`config.mk`:
```
export PLATFORM = sky130hd
export DESIGN_NAME = sdc_core
export DESIGN_NICKNAME = d
export VERILOG_FILES = /design/src/rtl/sdc_pkg.sv /design/src/rtl/sdc_buf2.sv /design/src/rtl/sdc_core.sv
export VERILOG_INCLUDE_DIRS = /design/src /design/src/rtl
export SDC_FILE = /design/constraint.sdc
export NUM_CORES = 1
export LEC_CHECK = 0
export BUFFER_PORTS_ARGS = -buffer_cell sky130_fd_sc_hd__clkbuf_2
export CORE_MARGIN = 1.5
export CORE_UTILIZATION = 30
export DETAILED_ROUTE_END_ITERATION = 10
export HOLD_SLACK_MARGIN = 0.03
export SYNTH_ARGS = -nofsm -noshare
export SYNTH_HDL_FRONTEND = slang
export SYNTH_SLANG_ARGS = --single-unit
```
`constraint.sdc`:
```
create_clock -name clock_in -period 3.2 [get_ports clock_in]
set_clock_uncertainty 0.2 [all_clocks]
set_input_delay 0.16 -clock clock_in [delete_from_list [all_inputs] [get_ports clock_in]]
set_output_delay 0.16 -clock clock_in [all_outputs]
set_load 0.01 [all_outputs]
```
`src/rtl/sdc_defs.svh`:
```
`ifndef SDC_DEFS_SVH
`define SDC_DEFS_SVH
// mode word fields
`define SDC_MODE_W        12
`define SDC_MODE_OPT_HI   11
`define SDC_MODE_OPT_LO   8
`define SDC_MODE_LAT_HI   6
`define SDC_MODE_LAT_LO   4
`define SDC_MODE_BT_BIT   3
`define SDC_MODE_BL_HI    2
`define SDC_MODE_BL_LO    0
`define SDC_MODE_RESET    12'h000
// address bit roles
`define SDC_BANK_BIT      11
`define SDC_AP_BIT        10
`define SDC_COL_W         8
// burst length codes
`define SDC_BL_1          3'h0
`define SDC_BL_2          3'h1
`define SDC_BL_4          3'h2
`define SDC_BL_8          3'h3
`define SDC_BL_PAGE       3'h7
`define SDC_PAGE_LEN      9'h100
`define SDC_LAT_MAX       3'h7
`endif

```
`src/rtl/sdc_pkg.sv`:
```
package sdc_pkg;
  typedef enum logic [3:0] {
    SDC_CMD_DESELECT, SDC_CMD_NOP, SDC_CMD_BURST_TERM, SDC_CMD_READ,
    SDC_CMD_WRITE, SDC_CMD_ROW_OPEN, SDC_CMD_BANK_CLOSE, SDC_CMD_REFRESH,
    SDC_CMD_MODE_LOAD
  } sdc_cmd_t;
  typedef enum logic [2:0] {
    SDC_BANK_IDLE, SDC_BANK_ACTIVE, SDC_BANK_READ, SDC_BANK_WRITE,
    SDC_BANK_READ_AP, SDC_BANK_WRITE_AP
  } sdc_bank_t;
endpackage

```
`src/rtl/sdc_buf2.sv`:
```
`timescale 1ns/1ps
module sdc_buf2 (
  // clock and reset
  input  wire logic        clock_in,
  input  wire logic        rst_in,
  // fill side
  input  wire logic        in_valid_in,
  output logic             in_ready_out,
  input  wire logic [8:0]  in_data_in,
  // drain side
  output logic             out_valid_out,
  input  wire logic        out_ready_in,
  output logic [8:0]       out_data_out
);
  logic [8:0] mem_reg [2];
  logic       wr_ptr_reg;
  logic       rd_ptr_reg;
  logic [1:0] count_reg;
  wire        push = in_valid_in && (count_reg != 2'h2);
  wire        pop  = out_valid_out && out_ready_in;

  assign in_ready_out  = (count_reg != 2'h2);
  assign out_valid_out = (count_reg != 2'h0);
  assign out_data_out  = mem_reg[rd_ptr_reg];

  always_ff @(posedge clock_in or posedge rst_in) begin
    if (rst_in) begin
      wr_ptr_reg <= 1'b0;
      rd_ptr_reg <= 1'b0;
      count_reg  <= 2'h0;
      mem_reg[0] <= 9'h000;
      mem_reg[1] <= 9'h000;
    end else begin
      if (push) begin
        mem_reg[wr_ptr_reg] <= in_data_in;
        wr_ptr_reg          <= ~wr_ptr_reg;
      end
      if (pop)
        rd_ptr_reg <= ~rd_ptr_reg;
      count_reg <= count_reg + {1'b0, push} - {1'b0, pop};
    end
  end
endmodule

```
`src/rtl/sdc_core.sv`:
```
// Behaviour
// decode cs,ras,cas,we into deselect, nop, terminate, read, write, open, close, refresh, load
// read/write: A11 picks bank, A10 high adds auto-precharge
// row open: A11 picks bank, other lines give row, other bank unchanged
// close with A10 high idles both banks, else only A11 bank
// read/write column from A0..A7, A8 and A9 ignored
// track six bank states; access on one bank ends other's burst
// controller idles both banks before refresh, load, power-down; the bench drops clock-enable with bank 0 active
// clock-enable rising reactivates inputs at once, no sampled edge waited
// controller holds clock-enable and masks high 100 us before init; the model has no mask pins and holds only clock-enable high
// init: close all, two or more refreshes, then mode load
// mode load may come before the refreshes
// mode load copies all twelve address lines into the mode word
// mode word: options 11..8, latency 6..4, type 3, length 2..0
// controller issues mode load only with both banks idle
// controller waits two cycles after mode load
// first read column appears after programmed latency
// one start column per access, following columns generated inside
// burst lengths one, two, four, eight and full page
// burst order sequential or interleaved by mode type bit; the core ignores the type bit at full-page length and runs sequential
// controller uses terminate only with full-page length
// auto-precharge bank goes idle right after burst ends
`timescale 1ns/1ps
`include "sdc_defs.svh"
module sdc_core (
  // clock and reset
  input  wire logic        clock_in,
  input  wire logic        rst_in,
  // command pins
  input  wire logic        clk_enable_in,
  input  wire logic        chip_select_n_in,
  input  wire logic        row_strobe_n_in,
  input  wire logic        col_strobe_n_in,
  input  wire logic        write_strobe_n_in,
  input  wire logic [11:0] addr_in,
  // state view
  output logic [2:0]       bank0_state_out,
  output logic [2:0]       bank1_state_out,
  output logic [11:0]      mode_word_out,
  output logic [10:0]      open_row0_out,
  output logic [10:0]      open_row1_out,
  // column stream
  output logic             col_valid_out,
  output logic             col_write_out,
  output logic             col_bank_out,
  output logic [7:0]       col_addr_out,
  input  wire logic        col_ready_in
);
  sdc_pkg::sdc_bank_t bank_reg [2];
  sdc_pkg::sdc_bank_t bank_next [2];
  sdc_pkg::sdc_cmd_t  cmd;
  logic [11:0] mode_reg;
  logic [10:0] row_reg [2];
  logic        burst_on_reg;
  logic        burst_bank_reg;
  logic        burst_wr_reg;
  logic [7:0]  start_reg;
  logic [8:0]  beat_reg;
  logic [2:0]  lat_reg;
  logic        buf_in_ready;
  logic        buf_valid;
  logic [8:0]  buf_data;

  ////////////////////////////////////////////////////////////////////////
  // command decode
  // clock-enable reacts to its own level, no sampled edge needed
  wire live = clk_enable_in;
  // command truth table
  always_comb begin
    if (!live || chip_select_n_in)
      cmd = sdc_pkg::SDC_CMD_DESELECT;
    else begin
      case ({row_strobe_n_in, col_strobe_n_in, write_strobe_n_in})
        3'h7:    cmd = sdc_pkg::SDC_CMD_NOP;
        3'h6:    cmd = sdc_pkg::SDC_CMD_BURST_TERM;
        3'h5:    cmd = sdc_pkg::SDC_CMD_READ;
        3'h4:    cmd = sdc_pkg::SDC_CMD_WRITE;
        3'h3:    cmd = sdc_pkg::SDC_CMD_ROW_OPEN;
        3'h2:    cmd = sdc_pkg::SDC_CMD_BANK_CLOSE;
        3'h1:    cmd = sdc_pkg::SDC_CMD_REFRESH;
        default: cmd = sdc_pkg::SDC_CMD_MODE_LOAD;
      endcase
    end
  end

  wire        is_rd   = (cmd == sdc_pkg::SDC_CMD_READ);
  wire        is_wr   = (cmd == sdc_pkg::SDC_CMD_WRITE);
  wire        is_acc  = is_rd || is_wr;
  // bank and auto-precharge select
  wire        sel     = addr_in[`SDC_BANK_BIT];
  wire        ap      = addr_in[`SDC_AP_BIT];
  // column from low lines only
  wire [7:0]  col_in  = addr_in[`SDC_COL_W-1:0];
  // mode word fields
  wire [2:0]  bl      = mode_reg[`SDC_MODE_BL_HI:`SDC_MODE_BL_LO];
  wire        ilv     = mode_reg[`SDC_MODE_BT_BIT];
  wire [2:0]  lat     = mode_reg[`SDC_MODE_LAT_HI:`SDC_MODE_LAT_LO];

  ////////////////////////////////////////////////////////////////////////
  // burst length and column generation
  // beats per programmed length
  wire [8:0] blen = (bl == `SDC_BL_1)    ? 9'h001 :
                    (bl == `SDC_BL_2)    ? 9'h002 :
                    (bl == `SDC_BL_4)    ? 9'h004 :
                    (bl == `SDC_BL_8)    ? 9'h008 :
                    (bl == `SDC_BL_PAGE) ? `SDC_PAGE_LEN : 9'h001;
  wire [7:0] wrap_mask = blen[8] ? 8'hFF : (blen[7:0] - 8'h01);
  wire [7:0] beat8     = beat_reg[7:0];
  // sequential adds, interleaved xors, inside the wrap window
  wire [7:0] seq_off   = (start_reg + beat8) & wrap_mask;
  wire [7:0] ilv_off   = (start_reg ^ beat8) & wrap_mask;
  // generated column for the current beat
  wire [7:0] gen_col   = (start_reg & ~wrap_mask) |
                         ((ilv && !blen[8]) ? ilv_off : seq_off);
  wire       data_phase = burst_on_reg && (lat_reg == 3'h0);
  wire       beat_fire  = data_phase && buf_in_ready;
  wire       last_beat  = beat_fire && (beat_reg == blen - 9'h001);
  wire       close_hit  = (cmd == sdc_pkg::SDC_CMD_BANK_CLOSE) &&
                          (ap || sel == burst_bank_reg);

  ////////////////////////////////////////////////////////////////////////
  // bank state transitions
  generate
    for (genvar b = 0; b < 2; b++) begin : g_bank
      wire mine    = (sel == 1'(b));
      wire bursting = (bank_reg[b] != sdc_pkg::SDC_BANK_IDLE) &&
                      (bank_reg[b] != sdc_pkg::SDC_BANK_ACTIVE);
      wire ends    = last_beat && (burst_bank_reg == 1'(b));
      always_comb begin
        bank_next[b] = bank_reg[b];
        // auto-precharge bank idles after its burst
        if (ends)
          bank_next[b] = (bank_reg[b] == sdc_pkg::SDC_BANK_READ_AP ||
                          bank_reg[b] == sdc_pkg::SDC_BANK_WRITE_AP) ?
                         sdc_pkg::SDC_BANK_IDLE : sdc_pkg::SDC_BANK_ACTIVE;
        case (cmd)
          sdc_pkg::SDC_CMD_BURST_TERM: begin
            // terminate returns burst to active
            if (bursting)
              bank_next[b] = sdc_pkg::SDC_BANK_ACTIVE;
          end
          sdc_pkg::SDC_CMD_READ, sdc_pkg::SDC_CMD_WRITE: begin
            // access enters plain or auto-precharge state
            if (mine)
              bank_next[b] = is_rd ?
                (ap ? sdc_pkg::SDC_BANK_READ_AP : sdc_pkg::SDC_BANK_READ) :
                (ap ? sdc_pkg::SDC_BANK_WRITE_AP : sdc_pkg::SDC_BANK_WRITE);
            // access on other bank ends this burst
            else if (bursting)
              bank_next[b] = sdc_pkg::SDC_BANK_ACTIVE;
          end
          sdc_pkg::SDC_CMD_ROW_OPEN: begin
            // only the selected bank opens
            if (mine)
              bank_next[b] = sdc_pkg::SDC_BANK_ACTIVE;
          end
          sdc_pkg::SDC_CMD_BANK_CLOSE: begin
            // all banks or the selected one
            if (ap || mine)
              bank_next[b] = sdc_pkg::SDC_BANK_IDLE;
          end
          default: ;
        endcase
      end
      always_ff @(posedge clock_in or posedge rst_in) begin
        if (rst_in) begin
          bank_reg[b] <= sdc_pkg::SDC_BANK_IDLE;
          row_reg[b]  <= 11'h000;
        end else begin
          bank_reg[b] <= bank_next[b];
          if (cmd == sdc_pkg::SDC_CMD_ROW_OPEN && mine)
            row_reg[b] <= addr_in[10:0];
        end
      end
    end
  endgenerate

  ////////////////////////////////////////////////////////////////////////
  // mode word and burst sequencer
  always_ff @(posedge clock_in or posedge rst_in) begin
    if (rst_in) begin
      mode_reg       <= `SDC_MODE_RESET;
      burst_on_reg   <= 1'b0;
      burst_bank_reg <= 1'b0;
      burst_wr_reg   <= 1'b0;
      start_reg      <= 8'h00;
      beat_reg       <= 9'h000;
      lat_reg        <= 3'h0;
    end else begin
      // load whole address into mode word
      if (cmd == sdc_pkg::SDC_CMD_MODE_LOAD)
        mode_reg <= addr_in;
      if (is_acc) begin
        burst_on_reg   <= 1'b1;
        burst_bank_reg <= sel;
        burst_wr_reg   <= is_wr;
        start_reg      <= col_in;
        beat_reg       <= 9'h000;
        // read waits latency-1 cycles before first column
        lat_reg        <= (is_rd && lat != 3'h0) ? lat - 3'h1 : 3'h0;
      end else if (cmd == sdc_pkg::SDC_CMD_BURST_TERM || close_hit) begin
        burst_on_reg <= 1'b0;
      end else if (burst_on_reg) begin
        if (lat_reg != 3'h0)
          lat_reg <= lat_reg - 3'h1;
        else if (beat_fire) begin
          beat_reg <= beat_reg + 9'h001;
          if (last_beat)
            burst_on_reg <= 1'b0;
        end
      end
    end
  end

  ////////////////////////////////////////////////////////////////////////
  // column stream buffer
  sdc_buf2 u_buf (
    .clock_in      (clock_in),
    .rst_in        (rst_in),
    .in_valid_in   (beat_fire),
    .in_ready_out  (buf_in_ready),
    .in_data_in    ({burst_wr_reg, gen_col}),
    .out_valid_out (buf_valid),
    .out_ready_in  (col_ready_in),
    .out_data_out  (buf_data)
  );

  always_ff @(posedge clock_in or posedge rst_in) begin
    if (rst_in) begin
      bank0_state_out <= 3'h0;
      bank1_state_out <= 3'h0;
      mode_word_out   <= `SDC_MODE_RESET;
      open_row0_out   <= 11'h000;
      open_row1_out   <= 11'h000;
      col_valid_out   <= 1'b0;
      col_write_out   <= 1'b0;
      col_bank_out    <= 1'b0;
      col_addr_out    <= 8'h00;
    end else begin
      bank0_state_out <= bank_next[0];
      bank1_state_out <= bank_next[1];
      mode_word_out   <= (cmd == sdc_pkg::SDC_CMD_MODE_LOAD) ? addr_in : mode_reg;
      open_row0_out   <= row_reg[0];
      open_row1_out   <= row_reg[1];
      col_valid_out   <= buf_valid && col_ready_in;
      col_write_out   <= buf_data[8];
      col_bank_out    <= burst_bank_reg;
      col_addr_out    <= buf_data[7:0];
    end
  end
endmodule

```
Word-level counts from Yosys, hierarchy flattened
Index checks and enable logic that the tools add are counted. W data, S select, Z words.

Logic and storage cells: 159. Output and inout port bits: 51. Bits in registers: 118. Input bits: 20.

$add $sub $neg: 8. Multiplexer cells: 48. Equality and inequality tests: 28. Bitwise gates (word level): 12. Order comparisons: 3. Reductions and logical operators: 38.

Operator list (count): $mux W9 (14); $mux W3 (18); $pmux W4 S7 (1); $eq A3 B3 Y1 const B (9); $and A8 B8 Y8 (3); $pmux W3 S4 (2); $bwmux W18 (1); $mux W8 (2); $logic_and A1 B1 Y1 (15); $eq A3 B2 Y1 const B (4); $eq A4 B3 Y1 const B (3); $reduce_bool A3 Y1 (4); $add A9 B1 Y9 const B (1); $demux W9 S1 (1); $eq A9 B9 Y1 (1); $sub A9 B1 Y9 const B (1); $add A8 B8 Y8 (1); $eq A4 B2 Y1 const B (2); $logic_or A1 B1 Y1 (8); $mux W1 (8); $not A8 Y8 (1); $or A8 B8 Y8 (1); $reduce_bool A2 Y1 (4); $sub A8 B1 Y8 const B (1); other kinds (19) (31).

Depth between registers and ports, before layout
Depth after elaboration: 15. Gate-level depth with buffers: 12. Depth with buffers taken out: 12.

By module
A second synthesis with hierarchy kept.

Cell total of the unflattened synthesis: 480. Area, all modules: 5584.1 µm².

By module, submodules not included: sdc_core (instances 1, sequential area each 2402.3 µm², area each 4516.8 µm², cells each 414); sdc_buf2 (instances 1, sequential area each 550.5 µm², area each 1067.3 µm², cells each 66).

Worst setup path after synthesis
No wires, ideal clock.

Kind: flip-flop to flip-flop. Start: register mode_word_out[2] (netlist name). End: register bank1_state_out[0]. Setup slack: 0.091 ns. Period minus slack after synthesis: 3.109 ns. Stages on the path, launching flop included: 13. Library setup time: 0.099 ns. Required time: 2.901 ns. Path buffers: 0. Arrival: 2.810 ns. Cell sequence: dfrtp_1 > inv_1 > maj3_1 > ha_1 > nand2_1 > ha_1 > xnor2_1 > nand4_1 > a2111oi_2 > nand3_2 > mux2i_1 > o211a_1 > a311oi_1.

RTL lines: end signal: assignment (line sdc_core.sv:241) `bank1_state_out <= bank_next[1];`; end: declaration (line sdc_core.sv:38) `output logic [2:0] bank1_state_out,`.

==> summary.txt <==
Logic synthesis
  • Syn_nets: 503
  • Syn Area/Cell: 11.4 um^2
  • Post-synth ARST share: 1.00
  • Count of cell types in the netlist: 51
  • Synth Flop Type: dfrtp_1
  • Ys Warns: 0
  • Post-synthesis sequential area ratio: 0.558
  • #FFs+latches synth: 118
  • Post-synth EDFFs: 0
  • Post-Syn Instances: 465
  • Post-Syn Area: 0.00529 mm^2

Final layout
  • Max FFs per register: 22
  • Final instance count without filler cells: 810
  • Fill count: 1678
  • Layout area overhead: 29.1%
  • Final net count: 610
  • Share of post-route cells with drive strength above 1: 0.318
  • N_diodes: 0

Route
  • Routed len/inst: 15.0 um
  • Routed vias: 3878
  • Drt pass-1 iters: 4
  • DRC: 0
  • WL final: 12.1 mm
  • Final ANT Viol Nets: 0
  • Via density: 4.79
  • Initial drt markers: 204

Critical path
  • Crit path cell chain: inv_2 > maj3_2 > ha_4 > nand2_2 > ha_1 > xnor2_1 > nand4_1 > a2111oi_4 > nand3_2 > mux2i_4 > o211a_1 > a311oi_2
  • Worst-path maximum fanout: 3
  • Reg-to-reg critical path startpoint: mode_word_out[2]
  • Critical path data required time: 3300 ps
  • Crit-path max cell delay: 390 ps
  • Reg-to-reg endpoint: bank1_state_out[0]
  • CP max stage cell: a2111oi_4
  • Critical Path Start Type: register
  • CP arrival: 3300 ps
  • Setup Crit Path Kind: reg2reg
  • Worst setup startpoint: mode_word_out[2]
  • Crit. End Element: register
  • Worst Reg-to-Reg Cells: 12
  • End point of the critical path: bank1_state_out[0]
  • R2r setup slk: 5 ps

Placed design
  • Routability cong.: 0.849
  • Port bufs: 70
  • DP Worst Slack: -119 ps
  • HPWL after DPL: 8.44 mm
  • Dpl cells: 759

Timing
  • Setup slack after layout: 4.97 ps
  • Rel. slew slack: 0.566
  • Setup TNS Final: 0 ps
  • Crit share post-route: 0.998
  • Final setup viols: 0
  • Fin crit period: 3200 ps
  • Final Slew Violations: 0
  • Fmax: 313 MHz
  • Worst Tran Pin Value: 650 ps
  • Final hold viol count: 0

Global routing
  • Global-route wire length before repair: 19.9 mm
  • Vias in the first global route: 3952
  • Largest net degree at the start of global routing: 119
  • Tot GR Track Use: 0.141
  • Antenna violations before repair: 0
  • Overflow after GRT: 0

Clocking
  • Clock tree buffer depth: 2
  • Clock sink count: 118
  • Reg clk slew, reported paths: 60 ps
  • TritonCTS clock tree: yes
  • Clock Tree Root: clkbuf_16
  • CTS Buf Count: 17
  • H-Tree Depth: 4
  • Worst-Skew Late Latency: 410 ps

Power and ir drop
  • Max VDD drop: 0.406 mV
  • PwrDens: 804 mW/mm^2
  • Static Leak: 0.00329 uW

Run status
  • Status: completed

Floorplan
  • Die Width: 136 um
  • Row count: 48
  • CORE AREA: 0.0172 mm^2
  • Initial Utilization: 0.307
  • I/O pins: 71
  • Die Span Y: 136 um
  • Die area: 0.0184 mm^2

Worst hold path
  • Min-delay worst type: in2reg

Run
  • Maxcap violations: 0
## cells in the mapped netlist, types with 2 or more instances
master    instances  area [um^2]
dfrtp_1         118         2950
nand2_1          74          278
mux2_2           51          574
nor2_1           25         93.8
o21ai_0          19         95.1
inv_1            18         67.6
ha_1             17          213
xnor2_1          15          131
nand3_1          14         70.1
a21oi_1          10         50.1
clkbuf_1          9         33.8
o21a_1            9         67.6
nand2b_1          7         43.8
nand4_1           7         43.8
xor2_1            7         61.3
a21o_1            6         45.0
mux2i_1           6         60.1
nor3_1            5         25.0
nand3b_1          3         22.5
nor2b_1           3         18.8
nor4_1            3         18.8
o22ai_1           3         18.8
a211oi_1          2         15.0
a31oi_1           2         12.5
buf_1             2         7.51
o221ai_1          2         17.5
or2_2             2         12.5
or3_1             2         12.5
or4b_2            2         20.0
## cells by family (layout without fill, tap and decap cells)
group,after synthesis,in the layout,synth area share
AND/OR/NAND/NOR,155,155,0.137
AO/OA/AOI/OAI,63,63,0.0790
adder cells (fa/ha/maj),19,19,0.0459
multiplexers,57,57,0.120
buffers and inverters,31,151,0.0230
XOR/XNOR,22,22,0.0364
flip-flops,118,118,0.558
## layout by cell type (no fill, tap or decap), types with 6 or more instances in the layout
master / n
dfrtp_1: 118
nand2_1: 72
clkbuf_2: 70
mux2_2: 51
nor2_1: 24
o21ai_0: 19
clkbuf_16: 17
inv_1: 16
ha_1: 16
dlygate4sd3_1: 16
xnor2_1: 15
nand3_1: 14
buf_4: 14
a21oi_1: 10
o21a_1: 9
nand2b_1: 7
xor2_1: 7
nand4_1: 7
a21o_1: 6
## per-stage QoR
stage	instance area [um^2]	util	hold WS, ps	power, uW
2_1_floorplan	5290	-	65.4	3000
3_3_place_gp	5970	0.346	155	3410
5_1_grt	6820	0.396	71.5	5820
6_report	6820	0.396	69.0	5480
3_5_place_dp	5970	0.346	157	3480
4_1_cts	6760	0.392	49.8	5490
## power breakdown
part / switching [uW] / internal, uW
Clock: 702 / 1260
Sequential: 255 / 1880
Combinational: 712 / 678
## cell type report
cell class                      count  area [um^2]  share of cell area
Clock buffer                       19          443              0.0649
Clock inverter                     13          169              0.0248
Inverter                           18         71.3              0.0105
Multi-Input combinational cell    316         2270               0.333
Sequential cell                   118         2950               0.433
Tap cell                          225          282              0.0413
Timing Repair Buffer              101          636              0.0931
## routing by layer
| layer | vias to the layer above | global-route usage | share of wire |
|---|---|---|---|
| li1 | 1826 | - | - |
| met1 | 1933 | 0.184 | 0.45 |
| met2 | 96 | 0.221 | 0.47 |
| met3 | 23 | 0.0378 | 0.051 |
| met4 | 0 | 0.0579 | 0.027 |
| met5 | - | 0 | 0 |
## timing repair
item,4_1_cts,5_1_grt
pin swaps,1,8
hold endpoints to repair,170,0
buffers inserted,0,3
setup endpoints to repair,3,3
gates resized for setup,1,11
hold buffers,16,0
cloned,0,0
## worst max-delay path: cells and delay by family, from the launching register on
family	cells	cell delay [ps]
AO/OA/AOI/OAI	3	860
XOR/XNOR	1	190
adder cells (fa/ha/maj)	3	760
buffers and inverters	1	60
flip-flops	1	370
multiplexers	1	240
AND/OR/NAND/NOR	3	410
## how the worst min path moves through the flow
stage | from | endpoint | slack [ps] | cells past startpoint
after floorplan | addr_in[0] | start_reg[0] | 70 | 2
after CTS | row_strobe_n_in | bank0_state_out[0] | 50 | 4
final | clk_enable_in | bank0_state_out[0] | 70 | 4
after global placement | row_reg[4] | open_row1_out[4] | 150 | 0
after detailed placement | row_reg[1] | open_row1_out[1] | 160 | 0
after global routing | clk_enable_in | bank0_state_out[0] | 70 | 4
No activity file was read; power rests on OpenSTA's default activity.
